[src/hdl/acs_pkg.sv]
package acs_pkg;

   // array shape: one switched-capacitor block and one comparator bus
   // per analog column
   localparam int ACS_NCOL = 4;

   // register byte addresses
   localparam logic [7:0] ACS_ADDR_CMP_STATUS = 8'h64;
   localparam logic [7:0] ACS_ADDR_SCB_A = 8'h87;
   localparam logic [7:0] ACS_ADDR_SCB_B = 8'h8F;
   localparam logic [7:0] ACS_ADDR_SCB_C = 8'h93;
   localparam logic [7:0] ACS_ADDR_SCB_D = 8'h98;
   localparam logic [7:0] ACS_ADDR_PHASE_CFG = 8'hA0;
   localparam logic [7:0] ACS_ADDR_CT_LATCH = 8'hA1;
   localparam logic [7:0] ACS_ADDR_COMP_DRIVE = 8'hA2;

   // register decode indices
   localparam logic [2:0] ACS_IDX_CMP = 3'h0;
   localparam logic [2:0] ACS_IDX_SCB_A = 3'h1;
   localparam logic [2:0] ACS_IDX_SCB_B = 3'h2;
   localparam logic [2:0] ACS_IDX_SCB_C = 3'h3;
   localparam logic [2:0] ACS_IDX_SCB_D = 3'h4;
   localparam logic [2:0] ACS_IDX_PHASE = 3'h5;
   localparam logic [2:0] ACS_IDX_CT = 3'h6;
   localparam logic [2:0] ACS_IDX_DRIVE = 3'h7;
   localparam logic [2:0] ACS_IDX_NONE = 3'h7;

   // reset values
   localparam logic [7:0] ACS_RST_REG = 8'h00;
   localparam logic [7:0] ACS_RD_UNMAPPED = 8'h00;

   // switch control field positions
   localparam int ACS_AREF_LSB = 6;
   localparam int ACS_INTEGRATOR_FEEDBACK_SWITCH_CTL_BIT = 5;
   localparam int ACS_INTEGRATOR_GROUND_SWITCH_CTL_BIT = 4;
   localparam int ACS_BSW_BIT = 3;
   localparam int ACS_BMUX_BIT = 2;

   // status / select field positions
   localparam int ACS_CMP_COMP_LSB = 4;
   localparam int ACS_CMP_IRQ_LSB = 0;
   localparam int ACS_PCFG_ONULL_LSB = 0;
   localparam int ACS_PCFG_OPH_LSB = 4;
   localparam int ACS_CT_EN_LSB = 0;
   localparam int ACS_CT_PH_LSB = 4;
   localparam int ACS_DRV_SC_LSB = 0;
   localparam int ACS_DRV_CT_LSB = 4;

   // reference select codes
   localparam logic [1:0] ACS_AREF_AGND = 2'h0;
   localparam logic [1:0] ACS_AREF_HIGH = 2'h1;
   localparam logic [1:0] ACS_AREF_LOW = 2'h2;
   localparam logic [1:0] ACS_AREF_COMP = 2'h3;

   // timing: each phase and each gap lasts one quarter of column period
   localparam int ACS_CLK_PERIOD_NS = 100;
   localparam int ACS_PHASE_TIME_NS = 1000;
   localparam int ACS_PHASE_CYC_RAW = ACS_PHASE_TIME_NS / ACS_CLK_PERIOD_NS;
   localparam int ACS_PHASE_CYC = (ACS_PHASE_CYC_RAW < 1) ? 1 :
                                  ACS_PHASE_CYC_RAW;
   localparam int ACS_PCNT_W = 16;

   typedef enum logic [3:0]
   {
      ACS_PH_ONE = 4'b0001,
      ACS_PH_GAP1 = 4'b0010,
      ACS_PH_TWO = 4'b0100,
      ACS_PH_GAP2 = 4'b1000
   } acs_phase_t;

endpackage
[src/hdl/acs_column_ctl.sv]
// Notes on behaviour
// - feedback switch bit clear keeps integrator feedback switch open always
// - bit set: feedback closed always, or only during phase two if nulling
// - branch switching off leaves the B branch a continuous path
// - switching on: ground both ends in phase one, connect in phase two
// - two-bit A reference: ground, high, low, or comparator-driven
// - one bit steers one of two neighbouring sources to B input
// - one comparator bus per column, feeding digital blocks and status
// - bus reaches digital blocks and status only through a latch
// - latch transparent during phase two high, holds from its fall
// - SC outputs always latched on chosen phase; CT only if enabled
// - status bits 7..4 show latched columns 3..0, read only
// - bits 3..0 pick interrupt: comparator bus or phase two fall
// - an undriven column bus reads low
// - SC comparator evaluated at phase one rise, held through phase two
`timescale 1ns/10ps
module acs_column_ctl
   import acs_pkg::*;
#(
   parameter int NCOL = ACS_NCOL,
   parameter int PHASE_CYCLES = ACS_PHASE_CYC
)
(
   // clock and reset
   input wire logic clk,
   input wire logic resetn,
   // register port
   input wire logic [7:0] reg_addr,
   input wire logic [7:0] reg_wdata,
   input wire logic reg_wr,
   input wire logic reg_rd,
   output logic [7:0] reg_rdata,
   // raw comparator outputs from the analog array
   input wire logic [NCOL-1:0] sc_comp_pin,
   input wire logic [NCOL-1:0] ct_comp_pin,
   // analog phases
   output logic phase_one_clock,
   output logic phase_two_clock,
   // latched column comparators and interrupts
   output logic [NCOL-1:0] comp_to_digital,
   output logic [NCOL-1:0] column_irq,
   // switch gating, one bit per block
   output logic [NCOL-1:0] integ_fb_sw,
   output logic [NCOL-1:0] integ_gnd_sw,
   output logic [NCOL-1:0] b_gnd_sw,
   output logic [NCOL-1:0] b_input_sw,
   output logic [NCOL-1:0] b_sum_sw,
   output logic [NCOL-1:0] b_input_sel,
   // A branch reference mux, two select bits and one comparator level bit per block
   output logic [2*NCOL-1:0] a_ref_sel,
   output logic [NCOL-1:0] a_ref_comp_level
);

   logic [NCOL-1:0] irq_sel_r;
   logic [7:0] scb_ctl_r [NCOL];
   logic [7:0] phase_cfg_r;
   logic [7:0] ct_cfg_r;
   logic [7:0] drive_cfg_r;
   logic [7:0] read_val;
   logic [2:0] wr_idx;
   logic [2:0] rd_idx;
   logic p1_rise;
   logic p2_rise;
   logic p2_fall;
   logic [NCOL-1:0] sc_filt;
   logic [NCOL-1:0] ct_filt;
   logic [NCOL-1:0] sc_hold_r;
   logic [NCOL-1:0] ct_hold_r;
   logic [NCOL-1:0] col_bus;
   logic [NCOL-1:0] col_latch_r;
   logic [NCOL-1:0] col_prev_r;
   logic [NCOL-1:0] irq_r;

   // shared address decode for writes and reads
   function automatic logic [2:0] reg_index(input logic [7:0] a,
                                            output logic hit);
      logic [2:0] idx;
      idx = ACS_IDX_NONE;
      hit = 1'b1;
      unique case (a)
         ACS_ADDR_CMP_STATUS: idx = ACS_IDX_CMP;
         ACS_ADDR_SCB_A: idx = ACS_IDX_SCB_A;
         ACS_ADDR_SCB_B: idx = ACS_IDX_SCB_B;
         ACS_ADDR_SCB_C: idx = ACS_IDX_SCB_C;
         ACS_ADDR_SCB_D: idx = ACS_IDX_SCB_D;
         ACS_ADDR_PHASE_CFG: idx = ACS_IDX_PHASE;
         ACS_ADDR_CT_LATCH: idx = ACS_IDX_CT;
         ACS_ADDR_COMP_DRIVE: idx = ACS_IDX_DRIVE;
         default: hit = 1'b0;
      endcase
      return idx;
   endfunction

   logic wr_hit;
   logic rd_hit;

   always_comb
   begin
      wr_hit = 1'b0;
      rd_hit = 1'b0;
      wr_idx = reg_index(reg_addr, wr_hit);
      rd_idx = reg_index(reg_addr, rd_hit);
   end

   // phase generator
   acs_phase_gen #(
      .PHASE_CYCLES(PHASE_CYCLES)
   ) u_phase (
      .clk(clk),
      .resetn(resetn),
      .phase_one(phase_one_clock),
      .phase_two(phase_two_clock),
      .p1_rise(p1_rise),
      .p2_rise(p2_rise),
      .p2_fall(p2_fall)
   );

   // status bits above the select field are not storage
   always_ff @(posedge clk or negedge resetn)
   begin
      if (!resetn)
         irq_sel_r <= '0;
      else if (reg_wr && wr_hit && wr_idx == ACS_IDX_CMP)
         irq_sel_r <= reg_wdata[ACS_CMP_IRQ_LSB +: NCOL];
   end

   always_ff @(posedge clk or negedge resetn)
   begin
      if (!resetn)
      begin
         for (int i = 0; i < NCOL; i++)
            scb_ctl_r[i] <= ACS_RST_REG;
      end
      else if (reg_wr && wr_hit)
      begin
         for (int i = 0; i < NCOL; i++)
            if (wr_idx == ACS_IDX_SCB_A + 3'(i))
               scb_ctl_r[i] <= reg_wdata;
      end
   end

   always_ff @(posedge clk or negedge resetn)
   begin
      if (!resetn)
      begin
         phase_cfg_r <= ACS_RST_REG;
         ct_cfg_r <= ACS_RST_REG;
         drive_cfg_r <= ACS_RST_REG;
      end
      else if (reg_wr && wr_hit)
      begin
         if (wr_idx == ACS_IDX_PHASE)
            phase_cfg_r <= reg_wdata;
         if (wr_idx == ACS_IDX_CT)
            ct_cfg_r <= reg_wdata;
         if (wr_idx == ACS_IDX_DRIVE)
            drive_cfg_r <= reg_wdata;
      end
   end

   // read mux; unmapped addresses read zero
   always_comb
   begin
      read_val = ACS_RD_UNMAPPED;
      if (rd_hit)
      begin
         unique case (rd_idx)
            ACS_IDX_CMP:
            begin
               read_val[ACS_CMP_COMP_LSB +: NCOL] = col_latch_r;
               read_val[ACS_CMP_IRQ_LSB +: NCOL] = irq_sel_r;
            end
            ACS_IDX_SCB_A: read_val = scb_ctl_r[0];
            ACS_IDX_SCB_B: read_val = scb_ctl_r[1];
            ACS_IDX_SCB_C: read_val = scb_ctl_r[2];
            ACS_IDX_SCB_D: read_val = scb_ctl_r[3];
            ACS_IDX_PHASE: read_val = phase_cfg_r;
            ACS_IDX_CT: read_val = ct_cfg_r;
            ACS_IDX_DRIVE: read_val = drive_cfg_r;
         endcase
      end
   end

   // data stand only in the cycle after the read strobe
   always_ff @(posedge clk or negedge resetn)
   begin
      if (!resetn)
         reg_rdata <= ACS_RD_UNMAPPED;
      else if (reg_rd)
         reg_rdata <= read_val;
      else
         reg_rdata <= ACS_RD_UNMAPPED;
   end

   // per column: synchronise the analog pins, latch, drive the bus
   genvar c;
   generate
      for (c = 0; c < NCOL; c++)
      begin : g_col
         logic [1:0] s1_r;
         logic [1:0] s2_r;
         logic [1:0] s3_r;
         logic [1:0] filt_r;
         logic sc_out;
         logic ct_out;
         logic ct_edge;

         // glitch filter: accept a change once stages two and three agree
         always_ff @(posedge clk or negedge resetn)
         begin
            if (!resetn)
            begin
               s1_r <= 2'h0;
               s2_r <= 2'h0;
               s3_r <= 2'h0;
               filt_r <= 2'h0;
            end
            else
            begin
               s1_r <= {ct_comp_pin[c], sc_comp_pin[c]};
               s2_r <= s1_r;
               s3_r <= s2_r;
               for (int k = 0; k < 2; k++)
                  if (s2_r[k] == s3_r[k])
                     filt_r[k] <= s3_r[k];
            end
         end

         assign sc_filt[c] = filt_r[0];
         assign ct_filt[c] = filt_r[1];

         // SC block: sample at start of selected phase and hold
         always_ff @(posedge clk or negedge resetn)
         begin
            if (!resetn)
               sc_hold_r[c] <= 1'b0;
            else if (phase_cfg_r[ACS_PCFG_OPH_LSB + c] ? p2_rise : p1_rise)
               sc_hold_r[c] <= sc_filt[c];
         end

         assign ct_edge = ct_cfg_r[ACS_CT_PH_LSB + c] ? p2_rise : p1_rise;

         always_ff @(posedge clk or negedge resetn)
         begin
            if (!resetn)
               ct_hold_r[c] <= 1'b0;
            else if (ct_edge)
               ct_hold_r[c] <= ct_filt[c];
         end

         assign sc_out = sc_hold_r[c];
         // CT output passes straight through unless its latch is on
         assign ct_out = ct_cfg_r[ACS_CT_EN_LSB + c] ? ct_hold_r[c] :
                         ct_filt[c];

         // wired-or of enabled drivers; with none enabled the bus is low.
         // two enabled drivers would be a conflict on silicon; here
         // they simply merge, software must keep to one
         assign col_bus[c] = (drive_cfg_r[ACS_DRV_SC_LSB + c] & sc_out) |
                             (drive_cfg_r[ACS_DRV_CT_LSB + c] & ct_out);

         // column latch: follows bus in phase two, keeps last value after
         always_ff @(posedge clk or negedge resetn)
         begin
            if (!resetn)
               col_latch_r[c] <= 1'b0;
            else if (phase_two_clock)
               col_latch_r[c] <= col_bus[c];
         end

         always_ff @(posedge clk or negedge resetn)
         begin
            if (!resetn)
               col_prev_r[c] <= 1'b0;
            else
               col_prev_r[c] <= col_latch_r[c];
         end

         // one-cycle interrupt pulse per column
         always_ff @(posedge clk or negedge resetn)
         begin
            if (!resetn)
               irq_r[c] <= 1'b0;
            else if (irq_sel_r[c])
               irq_r[c] <= p2_fall;
            else
               irq_r[c] <= col_latch_r[c] & ~col_prev_r[c];
         end
      end
   endgenerate

   assign comp_to_digital = col_latch_r;
   assign column_irq = irq_r;

   // switch gating; block i sits in column i
   always_ff @(posedge clk or negedge resetn)
   begin
      if (!resetn)
      begin
         integ_fb_sw <= '0;
         integ_gnd_sw <= '0;
         b_gnd_sw <= '0;
         b_input_sw <= '0;
         b_sum_sw <= '0;
         b_input_sel <= '0;
         a_ref_sel <= '0;
         a_ref_comp_level <= '0;
      end
      else
      begin
         for (int i = 0; i < NCOL; i++)
         begin
            // feedback only closes with its enable bit set
            if (!scb_ctl_r[i][ACS_INTEGRATOR_FEEDBACK_SWITCH_CTL_BIT])
               integ_fb_sw[i] <= 1'b0;
            else if (phase_cfg_r[ACS_PCFG_ONULL_LSB + i])
               integ_fb_sw[i] <= phase_two_clock;
            else
               integ_fb_sw[i] <= 1'b1;
            integ_gnd_sw[i] <= scb_ctl_r[i][ACS_INTEGRATOR_GROUND_SWITCH_CTL_BIT];
            if (scb_ctl_r[i][ACS_BSW_BIT])
            begin
               b_gnd_sw[i] <= phase_one_clock;
               b_input_sw[i] <= phase_two_clock;
               b_sum_sw[i] <= phase_two_clock;
            end
            else
            begin
               b_gnd_sw[i] <= 1'b0;
               b_input_sw[i] <= 1'b1;
               b_sum_sw[i] <= 1'b1;
            end
            // which two sources this picks depends on block placement
            b_input_sel[i] <= scb_ctl_r[i][ACS_BMUX_BIT];
            a_ref_sel[2*i +: 2] <= scb_ctl_r[i][ACS_AREF_LSB +: 2];
            // comparator-driven reference uses the latched column state
            a_ref_comp_level[i] <=
               (scb_ctl_r[i][ACS_AREF_LSB +: 2] == ACS_AREF_COMP) &
               col_latch_r[i];
         end
      end
   end

endmodule

[src/hdl/acs_phase_gen.sv]
`timescale 1ns/10ps
module acs_phase_gen
   import acs_pkg::*;
#(
   parameter int PHASE_CYCLES = ACS_PHASE_CYC
)
(
   // clock and reset
   input wire logic clk,
   input wire logic resetn,
   // phases and their edges
   output logic phase_one,
   output logic phase_two,
   output logic p1_rise,
   output logic p2_rise,
   output logic p2_fall
);

   localparam logic [ACS_PCNT_W-1:0] LAST =
      ACS_PCNT_W'(PHASE_CYCLES - 1);

   acs_phase_t state_r;
   logic [ACS_PCNT_W-1:0] cnt_r;
   logic step;

   assign step = (cnt_r == LAST);

   always_ff @(posedge clk or negedge resetn)
   begin
      if (!resetn)
         cnt_r <= '0;
      else if (step)
         cnt_r <= '0;
      else
         cnt_r <= cnt_r + 1'b1;
   end

   // gaps between phases keep them from ever overlapping
   always_ff @(posedge clk or negedge resetn)
   begin
      if (!resetn)
         state_r <= ACS_PH_GAP2;
      else if (step)
      begin
         unique case (state_r)
            ACS_PH_ONE: state_r <= ACS_PH_GAP1;
            ACS_PH_GAP1: state_r <= ACS_PH_TWO;
            ACS_PH_TWO: state_r <= ACS_PH_GAP2;
            ACS_PH_GAP2: state_r <= ACS_PH_ONE;
            default: state_r <= ACS_PH_GAP2;
         endcase
      end
   end

   // edge pulses line up with the first cycle of the new level
   always_ff @(posedge clk or negedge resetn)
   begin
      if (!resetn)
      begin
         p1_rise <= 1'b0;
         p2_rise <= 1'b0;
         p2_fall <= 1'b0;
      end
      else
      begin
         p1_rise <= step && (state_r == ACS_PH_GAP2);
         p2_rise <= step && (state_r == ACS_PH_GAP1);
         p2_fall <= step && (state_r == ACS_PH_TWO);
      end
   end

   assign phase_one = state_r[0];
   assign phase_two = state_r[2];

endmodule

[config.mk]
export PLATFORM = sky130hd
export DESIGN_NAME = acs_column_ctl
export DESIGN_NICKNAME = d
export VERILOG_FILES = /design/src/hdl/acs_pkg.sv /design/src/hdl/acs_column_ctl.sv /design/src/hdl/acs_phase_gen.sv
export SDC_FILE = /design/constraint.sdc
export NUM_CORES = 1
export LEC_CHECK = 0
export BUFFER_PORTS_ARGS = -buffer_cell sky130_fd_sc_hd__buf_4
export CORE_ASPECT_RATIO = 0.9
export CORE_MARGIN = 2
export CORE_UTILIZATION = 58
export CTS_CLUSTER_SIZE = 12
export DETAILED_ROUTE_END_ITERATION = 10
export PLACE_DENSITY = 0.89
export SLEW_MARGIN = 15
export SYNTH_ARGS = -nofsm -noshare
export SYNTH_HDL_FRONTEND = slang
export SYNTH_SLANG_ARGS = --single-unit
[constraint.sdc]
create_clock -name clk -period 1.8 [get_ports clk]
set_input_delay 0.36 -clock clk [delete_from_list [all_inputs] [get_ports clk]]
set_output_delay 0.36 -clock clk [all_outputs]
set_load 0.01 [all_outputs]
Word-level counts from Yosys, hierarchy flattened
Index checks and enable logic that the tools add are counted.
{"block": "totals", "reg_bits": 175, "word_cells": 171}
{"block": "classes", "add_sub_neg": 1, "eq_ne": 32, "mux": 39, "bitwise_logic": 24, "reduce_logical": 14}
{"operator": "8-bit case mux with 8 select lines", "count": 1}
{"operator": "8-bit equality test, second input constant", "count": 7}
{"operator": "1-bit two-way mux", "count": 33}
{"operator": "3-bit case mux with 7 select lines", "count": 1}
{"operator": "16-bit by 1-bit adder with 16-bit output, second input constant", "count": 1}
{"operator": "1-bit AND", "count": 16}
{"operator": "16-bit by 4-bit equality test with 1-bit output, second input constant", "count": 1}
{"operator": "16-bit two-way mux", "count": 1}
{"operator": "8-bit two-way mux", "count": 2}
{"operator": "2-bit AND reduction", "count": 7}
{"operator": "3-bit equality test, second input constant", "count": 4}
{"operator": "4-bit case mux with 3 select lines", "count": 1}
{"operator": "1-bit equality test", "count": 8}
{"operator": "2-bit equality test, second input constant", "count": 4}
{"operator": "8-bit by 7-bit equality test with 1-bit output, second input constant", "count": 1}
{"operator": "8-bit OR reduction", "count": 1}
{"operator": "3-bit by 2-bit equality test with 1-bit output, second input constant", "count": 2}
{"operator": "1-bit logical AND", "count": 5}
{"operator": "4-bit by 1-bit equality test with 1-bit output, second input constant", "count": 1}
{"operator": "4-bit by 2-bit equality test with 1-bit output, second input constant", "count": 1}
{"operator": "4-bit by 3-bit equality test with 1-bit output, second input constant", "count": 1}
{"operator": "4-bit equality test, second input constant", "count": 1}
{"operator": "1-bit inverter", "count": 4}
{"operator": "1-bit bitwise OR", "count": 4}
{"operator": "2 further kinds", "count": 2}

Logic depth before layout (Yosys ltp)
{"block": "depth", "depth_word": 6, "ltp_mapped": 8}

By module
From an unflattened synthesis, not the netlist that was laid out.
{"block": "unflattened", "hier_cells": 515, "area_unflattened_um2": 7085.5}
{"module": "acs_column_ctl", "instances": 1, "cells_each": 426, "area_per_inst_um2": 6012.0}
{"module": "acs_phase_gen", "instances": 1, "cells_each": 89, "area_per_inst_um2": 1073.5}

Least setup slack after synthesis
No wires, ideal clock.
{"block": "synth_timing", "path_type": "input to register", "start": "in reg_addr[3]", "end": "reg reg_rdata[0]", "setup_ns": 0.122, "t_arrival_ns": 1.854, "setup_slack_ns": -0.175, "cell_stages": 6, "n_path_buf": 1, "path_cell_list": "buf_2 or4b_1 nor2_8 nor3_4 a221o_1 o2111a_1"}
{"block": "synth_between", "elab_chain_cells": 6, "elab_cells_between_ends": 22, "classes_between": "15 x eq/ne; 5 x mux; 2 x reduce/logical"}
{"element": "start, declared", "line_no": "acs_column_ctl.sv:28", "text": "input wire logic [7:0] reg_addr,"}
{"element": "8-bit equality test / 8-bit by 7-bit equality test with 1-bit output (equally long branches)", "line_no": "acs_column_ctl.sv:80", "text": "unique case (a)"}
{"element": "3-bit case mux with 7 select lines", "line_no": "acs_column_ctl.sv:80"}
{"element": "3-bit equality test, or another cell as far along", "line_no": "acs_column_ctl.sv:167", "text": "unique case (rd_idx)"}
{"element": "8-bit case mux with 8 select lines", "line_no": "acs_column_ctl.sv:167"}
{"element": "8-bit two-way mux *", "line_no": "acs_column_ctl.sv:165", "text": "if (rd_hit)"}
{"element": "8-bit two-way mux *", "line_no": "acs_column_ctl.sv:189", "text": "else if (reg_rd)"}
{"element": "end signal, assigned", "line_no": "acs_column_ctl.sv:190", "text": "reg_rdata <= read_val;"}
{"element": "end, declared", "line_no": "acs_column_ctl.sv:32", "text": "output logic [7:0] reg_rdata,"}
Mark *: on every way between the ends. The rest lies on a longest branch, timed or not.
A chain may end at the register's enable or synchronous reset.

Final worst setup path
{"block": "layout_timing", "start": "reg u_phase.cnt_r[11]", "end": "reg u_phase.state_r[3]"}
{"block": "layout_between", "elab_chain_cells": 1}
{"element": "start, declared", "line_no": "acs_phase_gen.sv:23", "text": "logic [ACS_PCNT_W-1:0] cnt_r;"}
{"element": "start signal, assigned", "line_no": "acs_phase_gen.sv:35", "text": "cnt_r <= cnt_r + 1'b1;"}
{"element": "16-bit by 4-bit equality test with 1-bit output", "line_no": "acs_phase_gen.sv:26", "text": "assign step = (cnt_r == LAST);"}
{"element": "end signal, assigned", "line_no": "acs_phase_gen.sv:42", "text": "state_r <= ACS_PH_GAP2;"}
{"element": "end signal, assigned", "line_no": "acs_phase_gen.sv:46", "text": "ACS_PH_ONE: state_r <= ACS_PH_GAP1;"}
{"element": "end signal, assigned", "line_no": "acs_phase_gen.sv:47", "text": "ACS_PH_GAP1: state_r <= ACS_PH_TWO;"}
{"element": "end, declared", "line_no": "acs_phase_gen.sv:22", "text": "acs_phase_t state_r;"}
No other way between the ends.

==> impl_metrics.env <==
export IMPL_cp_startpoint="u_phase.cnt_r[11]$_DFF_PN0_"
export IMPL_grt_max_degree=41
export IMPL_clock_root_buffer="clkbuf_16"
export IMPL_grt_pass1_vias=4601
export IMPL_critPathArrivalTime_ns=2.03
export IMPL_grt_overflow=0
export IMPL_synthSimpleGateAreaFrac=0.1076
export IMPL_clockBufferDepth=2
export IMPL_nets=634
export IMPL_seq_area_frac_synth=0.6385
export IMPL_ant_nets=0
export IMPL_yosys_warnings=0
export IMPL_clkSlewWorstSetupHoldPaths_ns=0.06
export IMPL_async_reset_ff_frac=1.000
export IMPL_finalWeightedCongestion=0.9514
export IMPL_power_density_mw_per_mm2=968.5
export IMPL_fill_cells=730
export IMPL_rsz0062_at_grt="false"
export IMPL_dpl_instance_area_mm2=0.007831
export IMPL_drive_gt1_frac=0.3776
export IMPL_layout_min_cycle_time_ns=1.702
export IMPL_fin_crit_sh=0.9455
export IMPL_hold_viol_final=0
export IMPL_ys_types=56
export IMPL_synthAdderAreaFrac=0.01532
export IMPL_finalSetupTns_ns=0
export IMPL_ioPinCount=82
export IMPL_cts_buffers=17
export IMPL_io_buffers=81
export IMPL_postCtsSetupBuffers=0
export IMPL_via_per_inst=5.714
export IMPL_h_tree_depth=4
export IMPL_final_max_slew_viol_count=0
export IMPL_fin_area_mm2=0.008412
export IMPL_worst_path_max_fanout=5
export IMPL_cp_required_ns=2.13
export IMPL_ys_seq_elements=175
export IMPL_coreArea_mm2=0.01148
export IMPL_cts_tree="done"
export IMPL_syn_inst=491
export IMPL_antenna_found_initial=0
export IMPL_drc_errors=0
export IMPL_initial_utilization=0.5975
export IMPL_leakage_nw=4.172
export IMPL_ys_flop_type="dfrtp_1"
export IMPL_syn_cell_area_mm2=0.006860
export IMPL_cts_sinks=175
export IMPL_worstHoldStart="sc_comp_pin[0]"
export IMPL_min_path_type="in -> reg"
export IMPL_synth_top_family_by_area="multiplexers"
export IMPL_firstDrtPassIters=5
export IMPL_die_w_um=118.6
export IMPL_reg2reg_from="u_phase.cnt_r[11]$_DFF_PN0_"
export IMPL_relSlewSlack=0.6265
export IMPL_die_h_um=107.2
export IMPL_rows=37
export IMPL_syn_avg_cell_area_um2=13.97
export IMPL_synth_compound_area_frac=0.05125
export IMPL_num_antenna_cells=0
export IMPL_maxCapViolCount=0
export IMPL_crit_path_end_kind="flop"
export IMPL_area_growth_pct=22.62
export IMPL_clk_latency_ns=0.43
export IMPL_outcome="finished clean"
export IMPL_grtUsageTotal=0.2605
export IMPL_fin_skew_ns=0.01031
export IMPL_fin_ws_ns=0.09812
export IMPL_drt_iter0_drc=280
export IMPL_avgRoutedWirePerCell_um=19.67
export IMPL_ir_worst_vdd_mv=0.7374
export IMPL_routed_wl_um=15210
export IMPL_synth_mux_area_frac=0.1512
export IMPL_via_count=4417
export IMPL_cp_start_kind="flop"
export IMPL_grt_pass1_wl_um=24670
export IMPL_path_class="reg -> reg"
export IMPL_tightest_slew_ns=0.5597
export IMPL_die_area_mm2=0.01272
export IMPL_fmax_mhz=587.6
export IMPL_dp_hpwl_um=10600
export IMPL_synth_edf_count=0
export IMPL_syn_nets=521
export IMPL_report_final_setup_viol=0
export IMPL_pre_cts_ws_ns=-0.2268
export IMPL_synth_xor_area_frac=0.01787
## layout make-up
class	count	area, µm²	share of cell area
well taps	156	195.2	0.02320
flip-flops and latches	175	4380	0.5207
multi-input cells	293	2377	0.2826
repair buffers	113	892.1	0.1061
clock inverters	10	87.58	0.01041
inverters	4	15.01	0.001785
clock buffers	22	464.2	0.05518
## repair_timing
item,in CTS,in global routing
gates resized for setup,0,3
endpoints found under the hold margin,35,0
endpoints found under the setup margin,0,7
hold buffers,1,0
## kinds of logic after synthesis
family	count (synthesis)
AO/OA/AOI/OAI	47
XOR/XNOR	14
adder cells (fa/ha/maj)	10
buffers and inverters	23
flip-flops	175
multiplexers	94
AND/OR/NAND/NOR	128
## synth_stat cells (2+ instances only)
| cell type | n | area (µm²) |
|---|---|---|
| nand2_1 | 30 | 112.6 |
| dfrtp_1 | 174 | 4354 |
| nand2b_1 | 5 | 31.28 |
| nor3_1 | 7 | 35.03 |
| nor2_1 | 27 | 101.4 |
| xnor2_1 | 9 | 78.83 |
| buf_4 | 5 | 37.54 |
| o2bb2ai_1 | 8 | 70.07 |
| nor2b_1 | 6 | 37.54 |
| a21boi_0 | 4 | 30.03 |
| buf_6 | 2 | 22.52 |
| mux2i_1 | 17 | 170.2 |
| and3_1 | 8 | 50.05 |
| nor4_1 | 3 | 18.77 |
| nor4b_1 | 3 | 26.28 |
| and4b_1 | 3 | 30.03 |
| and2_1 | 5 | 31.28 |
| a21oi_1 | 7 | 35.03 |
| inv_1 | 4 | 15.01 |
| clkbuf_1 | 7 | 26.28 |
| nand3_1 | 9 | 45.04 |
| mux2_2 | 77 | 867.1 |
| maj3_1 | 8 | 80.08 |
| nand4_1 | 4 | 25.02 |
| buf_2 | 4 | 20.02 |
| o21ai_0 | 6 | 30.03 |
| nor3b_1 | 2 | 15.01 |
| a21o_1 | 2 | 15.01 |
| a221oi_1 | 9 | 78.83 |
| ha_1 | 2 | 25.02 |
| a31oi_1 | 3 | 18.77 |
| a22oi_1 | 2 | 15.01 |
| nand4b_1 | 2 | 17.52 |
| xor2_1 | 5 | 43.79 |
## per-stage QoR
step	instances	power, W	util	hold WS (ns)
after global routing	773	0.008433	0.7327	0.01744
after floorplan	491	0.004455	-	0.06441
after global placement	740	0.004747	0.6821	0.2934
after CTS	773	0.008198	0.7310	0.02389
after detailed placement	740	0.004775	0.6821	0.3042
final	773	0.008147	0.7327	0.03061
## registers in the layout, indices dropped and copies added (netlist names), 8 cells and up
name	cells
a_ref_sel	8
g_col.filt_r	8
scb_ctl_r	32
phase_cfg_r	8
u_phase.cnt_r	16
g_col.s2_r	8
reg_rdata	8
ct_cfg_r	8
g_col.s3_r	8
drive_cfg_r	8
g_col.s1_r	8
## critical path, stage by stage (launching register included)
cell,delay [ns]
dfrtp_1,0.43
nor4_2,0.37
nand4_1,0.25
buf_4,0.22
o21ai_0,0.20
a31oi_1,0.12
## worst paths after layout
path	end	slack, ns	cells after the start
max	u_phase.state_r[3]$_DFFE_PN1N_	0.1	5
min	g_col[0].s1_r[0]$_DFF_PN0_	0.03	1
max reg2reg	u_phase.state_r[3]$_DFFE_PN1N_	0.1	5
min reg2reg	g_col[3].s2_r[0]$_DFF_PN0_	0.35	0
max in group asynchronous	scb_ctl_r[27]$_DFFE_PN0P_	0.75	3
min in group asynchronous	b_input_sel[1]$_DFF_PN0_	0.41	2
## power by group
part	internal (W)	total (W)	switching [W]
logic	0.000241	0.000484	0.000243
registers	0.00410	0.00422	0.000122
clock network	0.00197	0.00344	0.00147
total	0.00631	0.00815	0.00184
## placed cells by master (no fill, tap or decap), types with 4 or more instances in the layout
cell       netlist  final
xor2_1           5      5
dfrtp_1        174    174
clkbuf_16        0     17
xnor2_1          9      9
and3_1           8      8
mux2_2          77     77
nor2b_1          6      6
a21boi_0         4      4
and2_1           5      5
inv_1            4      4
nand2b_1         5      5
buf_4            5    108
mux2i_1         17     17
nand3_1          9      9
nor3_1           7      7
maj3_1           8      8
nor2_1          27     27
nand4_1          4      4
a21oi_1          7      7
clkinv_2         0      5
o21ai_0          6      6
a221oi_1         9      9
o2bb2ai_1        8      8
nand2_1         30     30
## per-layer routing
metal	vias up	global-route usage	routed length, µm
met3	36	0.07128	966
met5	-	0	0
met1	2247	0.3338	6323
met4	0	0.1207	475
met2	156	0.4175	7440
li1	1978	-	-
Note: power is estimated with default switching activity, not from simulation.
